**src/hw/uart_lms_pkg.sv**
```systemverilog
package uart_lms_pkg;

    localparam int          ADDR_W   = 9;
    localparam int          DATA_W   = 32;
    localparam int          REG_W    = 8;
    localparam int          CNT_W    = 8;
    localparam int          SCLK_W   = 4;

    // Register indices; byte address is four times the index
    localparam logic [7:0]  IDX_MODEM_CONTROL    = 8'h04;
    localparam logic [7:0]  IDX_LINE_STATUS      = 8'h05;
    localparam logic [7:0]  IDX_MODEM_STATUS     = 8'h06;
    localparam logic [7:0]  IDX_SPECIAL_FUNCTION = 8'h07;
    localparam logic [7:0]  IDX_RX_COUNTER       = 8'h15;
    localparam logic [7:0]  IDX_TX_COUNTER       = 8'h16;

    // Line status fields
    localparam int          LS_RX_AVAIL    = 0;
    localparam int          LS_OVERRUN     = 1;
    localparam int          LS_PARITY      = 2;
    localparam int          LS_FRAMING     = 3;
    localparam int          LS_BREAK       = 4;
    localparam int          LS_THR_EMPTY   = 5;
    localparam int          LS_TSR_EMPTY   = 6;
    localparam int          LS_FIFO_ERROR  = 7;

    // Modem status fields
    localparam int          MS_DELTA_CTS   = 0;
    localparam int          MS_DELTA_DSR   = 1;
    localparam int          MS_RI_RISE     = 2;
    localparam int          MS_DELTA_DCD   = 3;
    localparam int          MS_CTS         = 4;
    localparam int          MS_DSR         = 5;
    localparam int          MS_RI          = 6;
    localparam int          MS_DCD         = 7;

    // Special function fields
    localparam int          SF_FORCE_TX    = 0;
    localparam int          SF_AUTO_DSR    = 1;
    localparam int          SF_ENHANCED    = 5;
    localparam int          SF_RX_CNT_SEL  = 6;
    localparam int          SF_TX_CNT_SEL  = 7;
    localparam logic [7:0]  SF_WRITE_MASK  = 8'he3;

    // Modem control fields
    localparam int          MC_DTR_LOW     = 0;
    localparam int          MC_AUX_ONE     = 2;
    localparam int          MC_AUX_TWO     = 3;
    localparam int          MC_LOOPBACK    = 4;
    localparam logic [7:0]  MC_WRITE_MASK  = 8'h1d;

    localparam logic [7:0]  SCLK_WRITE_MASK = 8'h0f;
    localparam logic [7:0]  REG_RESET       = 8'h00;
    localparam logic [7:0]  RX_STOP_DEFAULT = 8'h38;

    localparam logic [1:0]  RESP_OKAY   = 2'b00;
    localparam logic [1:0]  RESP_SLVERR = 2'b10;

    function automatic logic [ADDR_W-1:0] byte_addr(input logic [7:0] idx);
        byte_addr = {idx[ADDR_W-3:0], 2'b00};
    endfunction

endpackage

```
**src/hw/uart_line_modem_status.sv**
```systemverilog
// Decided for this implementation: register access over AXI4-Lite.
module uart_line_modem_status
    import uart_lms_pkg::*;
#(
    parameter logic [7:0] RX_STOP_LEVEL = RX_STOP_DEFAULT
)
(
    input  wire logic                          aclk,
    input  wire logic                          aresetn,
    // AXI4-Lite write
    input  wire logic [uart_lms_pkg::ADDR_W-1:0] s_axi_awaddr,
    input  wire logic [2:0]                    s_axi_awprot,
    input  wire logic                          s_axi_awvalid,
    output logic                               s_axi_awready,
    input  wire logic [uart_lms_pkg::DATA_W-1:0] s_axi_wdata,
    input  wire logic [3:0]                    s_axi_wstrb,
    input  wire logic                          s_axi_wvalid,
    output logic                               s_axi_wready,
    output logic [1:0]                         s_axi_bresp,
    output logic                               s_axi_bvalid,
    input  wire logic                          s_axi_bready,
    // AXI4-Lite read
    input  wire logic [uart_lms_pkg::ADDR_W-1:0] s_axi_araddr,
    input  wire logic [2:0]                    s_axi_arprot,
    input  wire logic                          s_axi_arvalid,
    output logic                               s_axi_arready,
    output logic [uart_lms_pkg::DATA_W-1:0]    s_axi_rdata,
    output logic [1:0]                         s_axi_rresp,
    output logic                               s_axi_rvalid,
    input  wire logic                          s_axi_rready,
    // Receiver and transmitter status
    input  wire logic                          rx_fifo_not_empty,
    input  wire logic                          rx_overrun,
    input  wire logic                          rx_parity_error,
    input  wire logic                          rx_framing_error,
    input  wire logic                          rx_break,
    input  wire logic                          tx_holding_empty,
    input  wire logic                          tx_shift_empty,
    input  wire logic                          rx_fifo_has_error,
    input  wire logic [uart_lms_pkg::CNT_W-1:0] rx_fifo_fill_count,
    input  wire logic [uart_lms_pkg::CNT_W-1:0] tx_fifo_fill_count,
    input  wire logic [uart_lms_pkg::CNT_W-1:0] line_status_error_count,
    // Modem handshake inputs
    input  wire logic                          cts,
    input  wire logic                          dsr,
    input  wire logic                          ri,
    input  wire logic                          dcd,
    // Controls to the datapath and pins
    output logic                               dtr_pin,
    output logic                               tx_permit,
    output logic                               tx_force,
    output logic                               enhanced_mode,
    output logic                               loopback_mode,
    output logic [uart_lms_pkg::SCLK_W-1:0]    sample_clock_setting
);
    import uart_lms_pkg::*;

    logic [7:0]        line_status_r;
    logic [7:0]        special_function_r;
    logic [7:0]        modem_control_r;
    logic [7:0]        sample_clock_r;
    logic [3:0]        delta_r;
    logic [3:0]        prev_r;
    logic              primed_r;
    logic              awready_r;
    logic              wready_r;
    logic              aw_held_r;
    logic              w_held_r;
    logic [ADDR_W-1:0] aw_addr_r;
    logic [7:0]        w_data_r;
    logic              w_lane_r;
    logic              bvalid_r;
    logic [1:0]        bresp_r;
    logic              arready_r;
    logic              rvalid_r;
    logic [7:0]        rdata_r;
    logic [1:0]        rresp_r;
    logic              dtr_pin_r;
    logic              tx_permit_r;

    // Effective modem levels, loopback substitutes the aux outputs
    wire        loopback = modem_control_r[MC_LOOPBACK];
    wire        ri_eff   = loopback ? modem_control_r[MC_AUX_ONE] : ri;
    wire        dcd_eff  = loopback ? modem_control_r[MC_AUX_TWO] : dcd;
    wire [3:0]  now_lvl  = {dcd_eff, ri_eff, dsr, cts};

    // change detect on CTS, DSR, DCD, rising edge only on RI
    wire [3:0]  change   = primed_r ? (now_lvl ^ prev_r) : 4'h0;
    wire [3:0]  events   = {change[3], change[2] & ri_eff, change[1], change[0]};

    // live levels in the upper half
    wire [7:0]  modem_status = {dcd_eff, ri_eff, dsr, cts, delta_r};

    wire [7:0]  line_status_nxt = {rx_fifo_has_error, tx_shift_empty, tx_holding_empty,
                                   rx_break, rx_framing_error, rx_parity_error,
                                   rx_overrun, rx_fifo_not_empty};

    // Write channel decode
    wire        aw_hs    = s_axi_awvalid & awready_r;
    wire        w_hs     = s_axi_wvalid & wready_r;
    wire        do_write = aw_held_r & w_held_r & ~bvalid_r;
    wire        wr_sf    = aw_addr_r == byte_addr(IDX_SPECIAL_FUNCTION);
    wire        wr_mc    = aw_addr_r == byte_addr(IDX_MODEM_CONTROL);
    wire        wr_tx    = aw_addr_r == byte_addr(IDX_TX_COUNTER);
    wire        wr_ro    = (aw_addr_r == byte_addr(IDX_LINE_STATUS))
                         | (aw_addr_r == byte_addr(IDX_MODEM_STATUS))
                         | (aw_addr_r == byte_addr(IDX_RX_COUNTER));
    wire        wr_hit   = wr_sf | wr_mc | wr_tx | wr_ro;
    wire        wr_en    = do_write & w_lane_r;
    // sample clock is writable only while selected
    wire        wr_sclk  = wr_en & wr_tx & ~special_function_r[SF_TX_CNT_SEL];

    wire [7:0]  special_function_nxt = w_data_r & SF_WRITE_MASK;
    wire [7:0]  modem_control_nxt    = w_data_r & MC_WRITE_MASK;
    wire [7:0]  sample_clock_nxt     = w_data_r & SCLK_WRITE_MASK;

    // Read channel decode
    wire        ar_hs    = s_axi_arvalid & arready_r;
    wire        r_ls     = s_axi_araddr == byte_addr(IDX_LINE_STATUS);
    wire        r_ms     = s_axi_araddr == byte_addr(IDX_MODEM_STATUS);
    wire        r_sf     = s_axi_araddr == byte_addr(IDX_SPECIAL_FUNCTION);
    wire        r_mc     = s_axi_araddr == byte_addr(IDX_MODEM_CONTROL);
    wire        r_rx     = s_axi_araddr == byte_addr(IDX_RX_COUNTER);
    wire        r_tx     = s_axi_araddr == byte_addr(IDX_TX_COUNTER);
    wire        r_hit    = r_ls | r_ms | r_sf | r_mc | r_rx | r_tx;
    wire        ms_read  = ar_hs & r_ms;
    // counter select at the receive counter slot
    wire [7:0]  rx_slot  = special_function_r[SF_RX_CNT_SEL] ? line_status_error_count
                                                              : rx_fifo_fill_count;
    // counter select at the transmit counter slot
    wire [7:0]  tx_slot  = special_function_r[SF_TX_CNT_SEL] ? tx_fifo_fill_count
                                                              : sample_clock_r;
    wire [7:0]  rd_mux   = r_ls ? line_status_r
                         : r_ms ? modem_status
                         : r_sf ? special_function_r
                         : r_mc ? modem_control_r
                         : r_rx ? rx_slot
                         : r_tx ? tx_slot
                         : 8'h00;

    wire [3:0]  delta_nxt = (ms_read ? 4'h0 : delta_r) | events;

    // DTR held back when auto flow is on and the FIFO is full enough
    wire        dtr_auto  = rx_fifo_fill_count >= RX_STOP_LEVEL;
    wire        dtr_nxt   = special_function_r[SF_AUTO_DSR] ? dtr_auto
                                                            : ~modem_control_r[MC_DTR_LOW];
    wire        permit_nxt = special_function_r[SF_FORCE_TX]
                           | ~special_function_r[SF_AUTO_DSR]
                           | dsr;

    // Status sampling and modem deltas
    always_ff @(posedge aclk)
    begin
        if (!aresetn)
        begin
            line_status_r <= REG_RESET;
            delta_r       <= 4'h0;
            prev_r        <= 4'h0;
            primed_r      <= 1'b0;
        end
        else
        begin
            line_status_r <= line_status_nxt;
            delta_r       <= delta_nxt;
            prev_r        <= now_lvl;
            primed_r      <= 1'b1;
        end
    end

    // Software written registers
    always_ff @(posedge aclk)
    begin
        if (!aresetn)
        begin
            special_function_r <= REG_RESET;
            modem_control_r    <= REG_RESET;
            sample_clock_r     <= REG_RESET;
        end
        else
        begin
            if (wr_en & wr_sf)
                special_function_r <= special_function_nxt;
            if (wr_en & wr_mc)
                modem_control_r <= modem_control_nxt;
            if (wr_sclk)
                sample_clock_r <= sample_clock_nxt;
        end
    end

    // Write address and data capture
    always_ff @(posedge aclk)
    begin
        if (!aresetn)
        begin
            aw_held_r <= 1'b0;
            w_held_r  <= 1'b0;
            awready_r <= 1'b1;
            wready_r  <= 1'b1;
            aw_addr_r <= '0;
            w_data_r  <= 8'h00;
            w_lane_r  <= 1'b0;
        end
        else
        begin
            if (aw_hs)
            begin
                aw_held_r <= 1'b1;
                awready_r <= 1'b0;
                aw_addr_r <= s_axi_awaddr;
            end
            else if (do_write)
                aw_held_r <= 1'b0;
            if (w_hs)
            begin
                w_held_r <= 1'b1;
                wready_r <= 1'b0;
                w_data_r <= s_axi_wdata[7:0];
                w_lane_r <= s_axi_wstrb[0];
            end
            else if (do_write)
                w_held_r <= 1'b0;
            if (bvalid_r & s_axi_bready)
            begin
                awready_r <= 1'b1;
                wready_r  <= 1'b1;
            end
        end
    end

    // Write response
    always_ff @(posedge aclk)
    begin
        if (!aresetn)
        begin
            bvalid_r <= 1'b0;
            bresp_r  <= RESP_OKAY;
        end
        else if (do_write)
        begin
            bvalid_r <= 1'b1;
            bresp_r  <= wr_hit ? RESP_OKAY : RESP_SLVERR;
        end
        else if (s_axi_bready)
            bvalid_r <= 1'b0;
    end

    // Read path, one cycle from address to data
    always_ff @(posedge aclk)
    begin
        if (!aresetn)
        begin
            arready_r <= 1'b1;
            rvalid_r  <= 1'b0;
            rdata_r   <= 8'h00;
            rresp_r   <= RESP_OKAY;
        end
        else if (ar_hs)
        begin
            arready_r <= 1'b0;
            rvalid_r  <= 1'b1;
            rdata_r   <= rd_mux;
            rresp_r   <= r_hit ? RESP_OKAY : RESP_SLVERR;
        end
        else if (rvalid_r & s_axi_rready)
        begin
            arready_r <= 1'b1;
            rvalid_r  <= 1'b0;
        end
    end

    // Pin and datapath controls
    always_ff @(posedge aclk)
    begin
        if (!aresetn)
        begin
            dtr_pin_r   <= 1'b1;
            tx_permit_r <= 1'b1;
        end
        else
        begin
            dtr_pin_r   <= dtr_nxt;
            tx_permit_r <= permit_nxt;
        end
    end

    assign s_axi_awready        = awready_r;
    assign s_axi_wready         = wready_r;
    assign s_axi_bvalid         = bvalid_r;
    assign s_axi_bresp          = bresp_r;
    assign s_axi_arready        = arready_r;
    assign s_axi_rvalid         = rvalid_r;
    assign s_axi_rdata          = {24'h000000, rdata_r};
    assign s_axi_rresp          = rresp_r;
    assign dtr_pin              = dtr_pin_r;
    assign tx_permit            = tx_permit_r;
    assign tx_force             = special_function_r[SF_FORCE_TX];
    assign enhanced_mode        = special_function_r[SF_ENHANCED];
    assign loopback_mode        = modem_control_r[MC_LOOPBACK];
    assign sample_clock_setting = sample_clock_r[SCLK_W-1:0];
endmodule

```
**config.mk**
```make
export PLATFORM = sky130hd
export DESIGN_NAME = uart_line_modem_status
export DESIGN_NICKNAME = d
export VERILOG_FILES = /design/src/hw/uart_lms_pkg.sv /design/src/hw/uart_line_modem_status.sv
export SDC_FILE = /design/constraint.sdc
export NUM_CORES = 1
export LEC_CHECK = 0
export ABC_AREA = 1
export BUFFER_PORTS_ARGS = -buffer_cell sky130_fd_sc_hd__buf_2
export CAP_MARGIN = 20
export CORE_MARGIN = 1
export CORE_UTILIZATION = 35
export CTS_CLUSTER_SIZE = 24
export DETAILED_ROUTE_END_ITERATION = 8
export GPL_TIMING_DRIVEN = 0
export PLACE_DENSITY = 0.71
export SYNTH_ARGS = -nofsm -noshare
export SYNTH_HDL_FRONTEND = slang
export SYNTH_SLANG_ARGS = --single-unit
```
**constraint.sdc**
```tcl
create_clock -name aclk -period 1.3 [get_ports aclk]
set_clock_uncertainty 0.1 [all_clocks]
set_input_delay 0.065 -clock aclk [delete_from_list [all_inputs] [get_ports aclk]]
set_output_delay 0.065 -clock aclk [all_outputs]
set_load 0.03 [all_outputs]
```
==> flow_metrics.env <==
export IMPL_cp_start_kind="flip-flop"
export IMPL_root_buffer="clkbuf_8"
export IMPL_ant_nets=0
export IMPL_grt_antenna_before_repair=0
export IMPL_fin_crit_ns=1.55
export IMPL_vias_per_cell=4.70
export IMPL_end_kind="flip-flop"
export IMPL_period_share_pct=119
export IMPL_crit_top_cell="buf_6"
export IMPL_nNetsFinal=743
export IMPL_clockPowerShare_pct=36.0
export IMPL_ir_drop_v=0.000747
export IMPL_htree_levels=3
export IMPL_drive_above_1_share_pct=35.6
export IMPL_relSlewSlack_pct=57.6
export IMPL_status="finished, violations left"
export IMPL_rsz0062_at_grt="true"
export IMPL_grt_overflow_total=0
export IMPL_grt_pass1_wl_microns=15000
export IMPL_drt_iter0_drc=167
export IMPL_synth_fa_ha_area_share_pct=0
export IMPL_die_area_sq_um=9880
export IMPL_ys_types=33
export IMPL_yosysTopAreaCellShare_pct=40.4
export IMPL_synth_area_sq_um=3320
export IMPL_via_count=3552
export IMPL_top_layer_used="met4"
export IMPL_synth_compound_area_share_pct=15.4
export IMPL_final_setup_viol_count=20
export IMPL_wl_met1_microns=4260
export IMPL_critPathMaxFanout=6
export IMPL_arrival_ns=1.66
export IMPL_post_synth_and_or_nand_nor_area_fraction_pct=28.2
export IMPL_die_w_microns=99.4
export IMPL_numCtsBuffers=9
export IMPL_switching_share_pct=26.8
export IMPL_clk_latency_ns=0.33
export IMPL_n_fill_cell=853
export IMPL_power_density_nw_per_um2=970
export IMPL_grt_max_degree=11
export IMPL_placed_cells=691
export IMPL_start_util_pct=36.1
export IMPL_wl_met3_microns=569
export IMPL_track_usage_pct=19.2
export IMPL_core_area_sq_um=9200
export IMPL_p_leak_uw=0.00243
export IMPL_synthCells=462
export IMPL_crit_path_top_delay_cell="dfxtp_2"
export IMPL_maxCapViolCount=0
export IMPL_crit_chain="or2_4 > buf_6 > nor3_2 > nand4_1 > buf_6 > o21ai_4 > a21oi_2"
export IMPL_hp_class="input port to flip-flop"
export IMPL_synthMuxAreaShare_pct=1.02
export IMPL_diodes=0
export IMPL_drtPass1Iterations=5
export IMPL_critPathMaxStageDelay_ns=0.32
export IMPL_routedWlPerCell_microns=12.7
export IMPL_worst_pin_slew_ns=0.636
export IMPL_yosysSeqAreaShare_pct=40.4
export IMPL_post_route_drc_count=0
export IMPL_cts_tree="done"
export IMPL_area_delta_synth_final_pct=47.4
export IMPL_final_max_slew_viol_count=0
export IMPL_pwr_share_seq_pct=46.6
export IMPL_dr_wl_met2_microns=4500
export IMPL_ys_ff_latch=67
export IMPL_async_flop_share_pct=0
export IMPL_synth_area_leader_cell="dfxtp_1"
export IMPL_hpwl_microns=6900
export IMPL_cts_sinks=67
export IMPL_gp_congestion=0.854
export IMPL_yosys_warnings=0
export IMPL_switching_power_uw=1270
export IMPL_finalHoldViolCount=0
export IMPL_p_int_uw=3480
export IMPL_pwr_share_comb_pct=17.4
export IMPL_ioPinCount=153
export IMPL_clock_path_buffers=2
export IMPL_final_cells=755
export IMPL_synth_top_family_by_area="simple AND/OR/NAND/NOR gates"
export IMPL_synth_xor_area_share_pct=0.791
export IMPL_violations="setup timing"
export IMPL_synth_area_top_cells="dfxtp_1, nand2_1, o21ai_0, buf_4, inv_1"
export IMPL_clock_fmax_mhz=647
export IMPL_synth_edf_count=0
export IMPL_timing_hold_ws_ns=0.0718
export IMPL_die_y_microns=99.4
export IMPL_wl_microns=9560
export IMPL_synth_flop_cell="dfxtp_1"
export IMPL_layout_setup_ws_ns=-0.247
export IMPL_syn_area_per_cell_sq_um=7.19
export IMPL_required_ns=1.42
export IMPL_clk_pin_slew_ns=0.07
export IMPL_grt_pass1_vias=3209
export IMPL_critPathKind="flip-flop to flip-flop"
export IMPL_io_buffers=93
export IMPL_rows=35
path summary, 6_finish.rpt:
kind / startpoint / endpoint / slack [ns] / cells past startpoint
setup reg to reg: aw_addr_r[1] / modem_control_r[4] / -0.25 / 7
hold reg to reg: s_axi_awready / s_axi_awready / 0.37 / 2
hold / removal: aresetn / sample_clock_r[0] / 0.07 / 3
setup / recovery: aw_addr_r[1] / modem_control_r[4] / -0.25 / 7
through the flow:
stage | area [sq um] | util, % | total power (uW) | setup slack (ns) | TNS (ns)
2_1_floorplan | 3420 | - | 2730 | -0.110 | -0.870
3_3_place_gp | 4020 | 43.8 | 2930 | -0.319 | -3.61
3_5_place_dp | 4020 | 43.8 | 2950 | -0.349 | -4.32
4_1_cts | 4660 | 50.7 | 4730 | -0.248 | -3.03
5_1_grt | 4890 | 53.2 | 4990 | -0.358 | -4.90
6_report | 4890 | 53.2 | 4750 | -0.247 | -3.30
layer usage:
metal | vias up | track usage, %
li1 | 1786 | -
met1 | 1596 | 24.4
met2 | 148 | 31.8
met3 | 22 | 3.87
met4 | 0 | 7.69
met5 | - | 0
cell families after synthesis:
kind of cell,Yosys count
AO/OA/AOI/OAI,95
XOR/XNOR,3
buffers and inverters,96
flip-flops,67
multiplexers,3
other,1
AND/OR/NAND/NOR,197
registers in the layout (all words and copies together) (netlist names), 4 cells and up:
name and count:
delta_r 4, special_function_r 5, aw_addr_r 9, sample_clock_r 4, modem_control_r 4, prev_r 4, line_status_r 8, w_data_r 8
rdata_r 8
synthesized netlist by cell type (3+ instances only):
master	count
o21ai_0	47
buf_2	3
nand4_1	9
clkbuf_1	9
nor2_4	5
nand3b_1	4
a211oi_1	4
nor2_1	38
o21bai_1	5
buf_4	26
mux2_2	3
nor3_1	3
nand3_1	21
xor2_1	3
a21oi_1	34
nand2_2	4
nor2_2	4
inv_1	52
nand2_1	103
inv_2	5
dfxtp_1	67
critical path: cells and delay by family, from the launching register on:
kind | cells | cell delay [ns]
and+or+nand+nor | 3 | 0.54
DFF | 1 | 0.32
buffers and inverters | 2 | 0.28
AOI/OAI and AO/OA | 2 | 0.18
repair_timing:
action | in CTS | in global routing
pin swaps | 10 | 24
gates cloned | 0 | 1
hold buffers | 34 | 1
buffers inserted | 7 | 6
gates resized for setup | 18 | 57
endpoints found under the hold margin | 42 | 1
setup endpoints to repair | 21 | 47
layout by cell type, fill, tap and decap left out, types with 9 or more instances in the layout:
master	count
dfxtp_1	60
conb_1	26
dlygate4sd3_1	35
nor2_1	33
nand2_2	15
nand3_1	16
o21ai_0	39
clkbuf_8	11
buf_2	97
buf_4	31
nand4_1	9
a21oi_1	30
inv_1	50
nand2_1	91
buf_6	9
layout make-up:
class / count / area (sq um) / area share [%]
clock inverter: 2 / 35.0 / 0.716
inverter: 57 / 216 / 4.42
sequential: 67 / 1360 / 27.7
buffer: 39 / 269 / 5.50
multi-input combinational: 324 / 1770 / 36.2
tap: 111 / 139 / 2.84
timing repair buffer: 142 / 948 / 19.4
clock buffer: 13 / 159 / 3.25
power groups by stage:
stage | clock (uW) | sequential, uW | combinational [uW]
5_1_grt | 1860 | 2220 | 904
4_1_cts | 1730 | 2210 | 783
6_report | 1710 | 2210 | 824
2_1_floorplan | 0 | 2280 | 452
3_3_place_gp | 0 | 2250 | 680
3_5_place_dp | 0 | 2250 | 693
No activity file was read; power rests on OpenSTA's default activity.
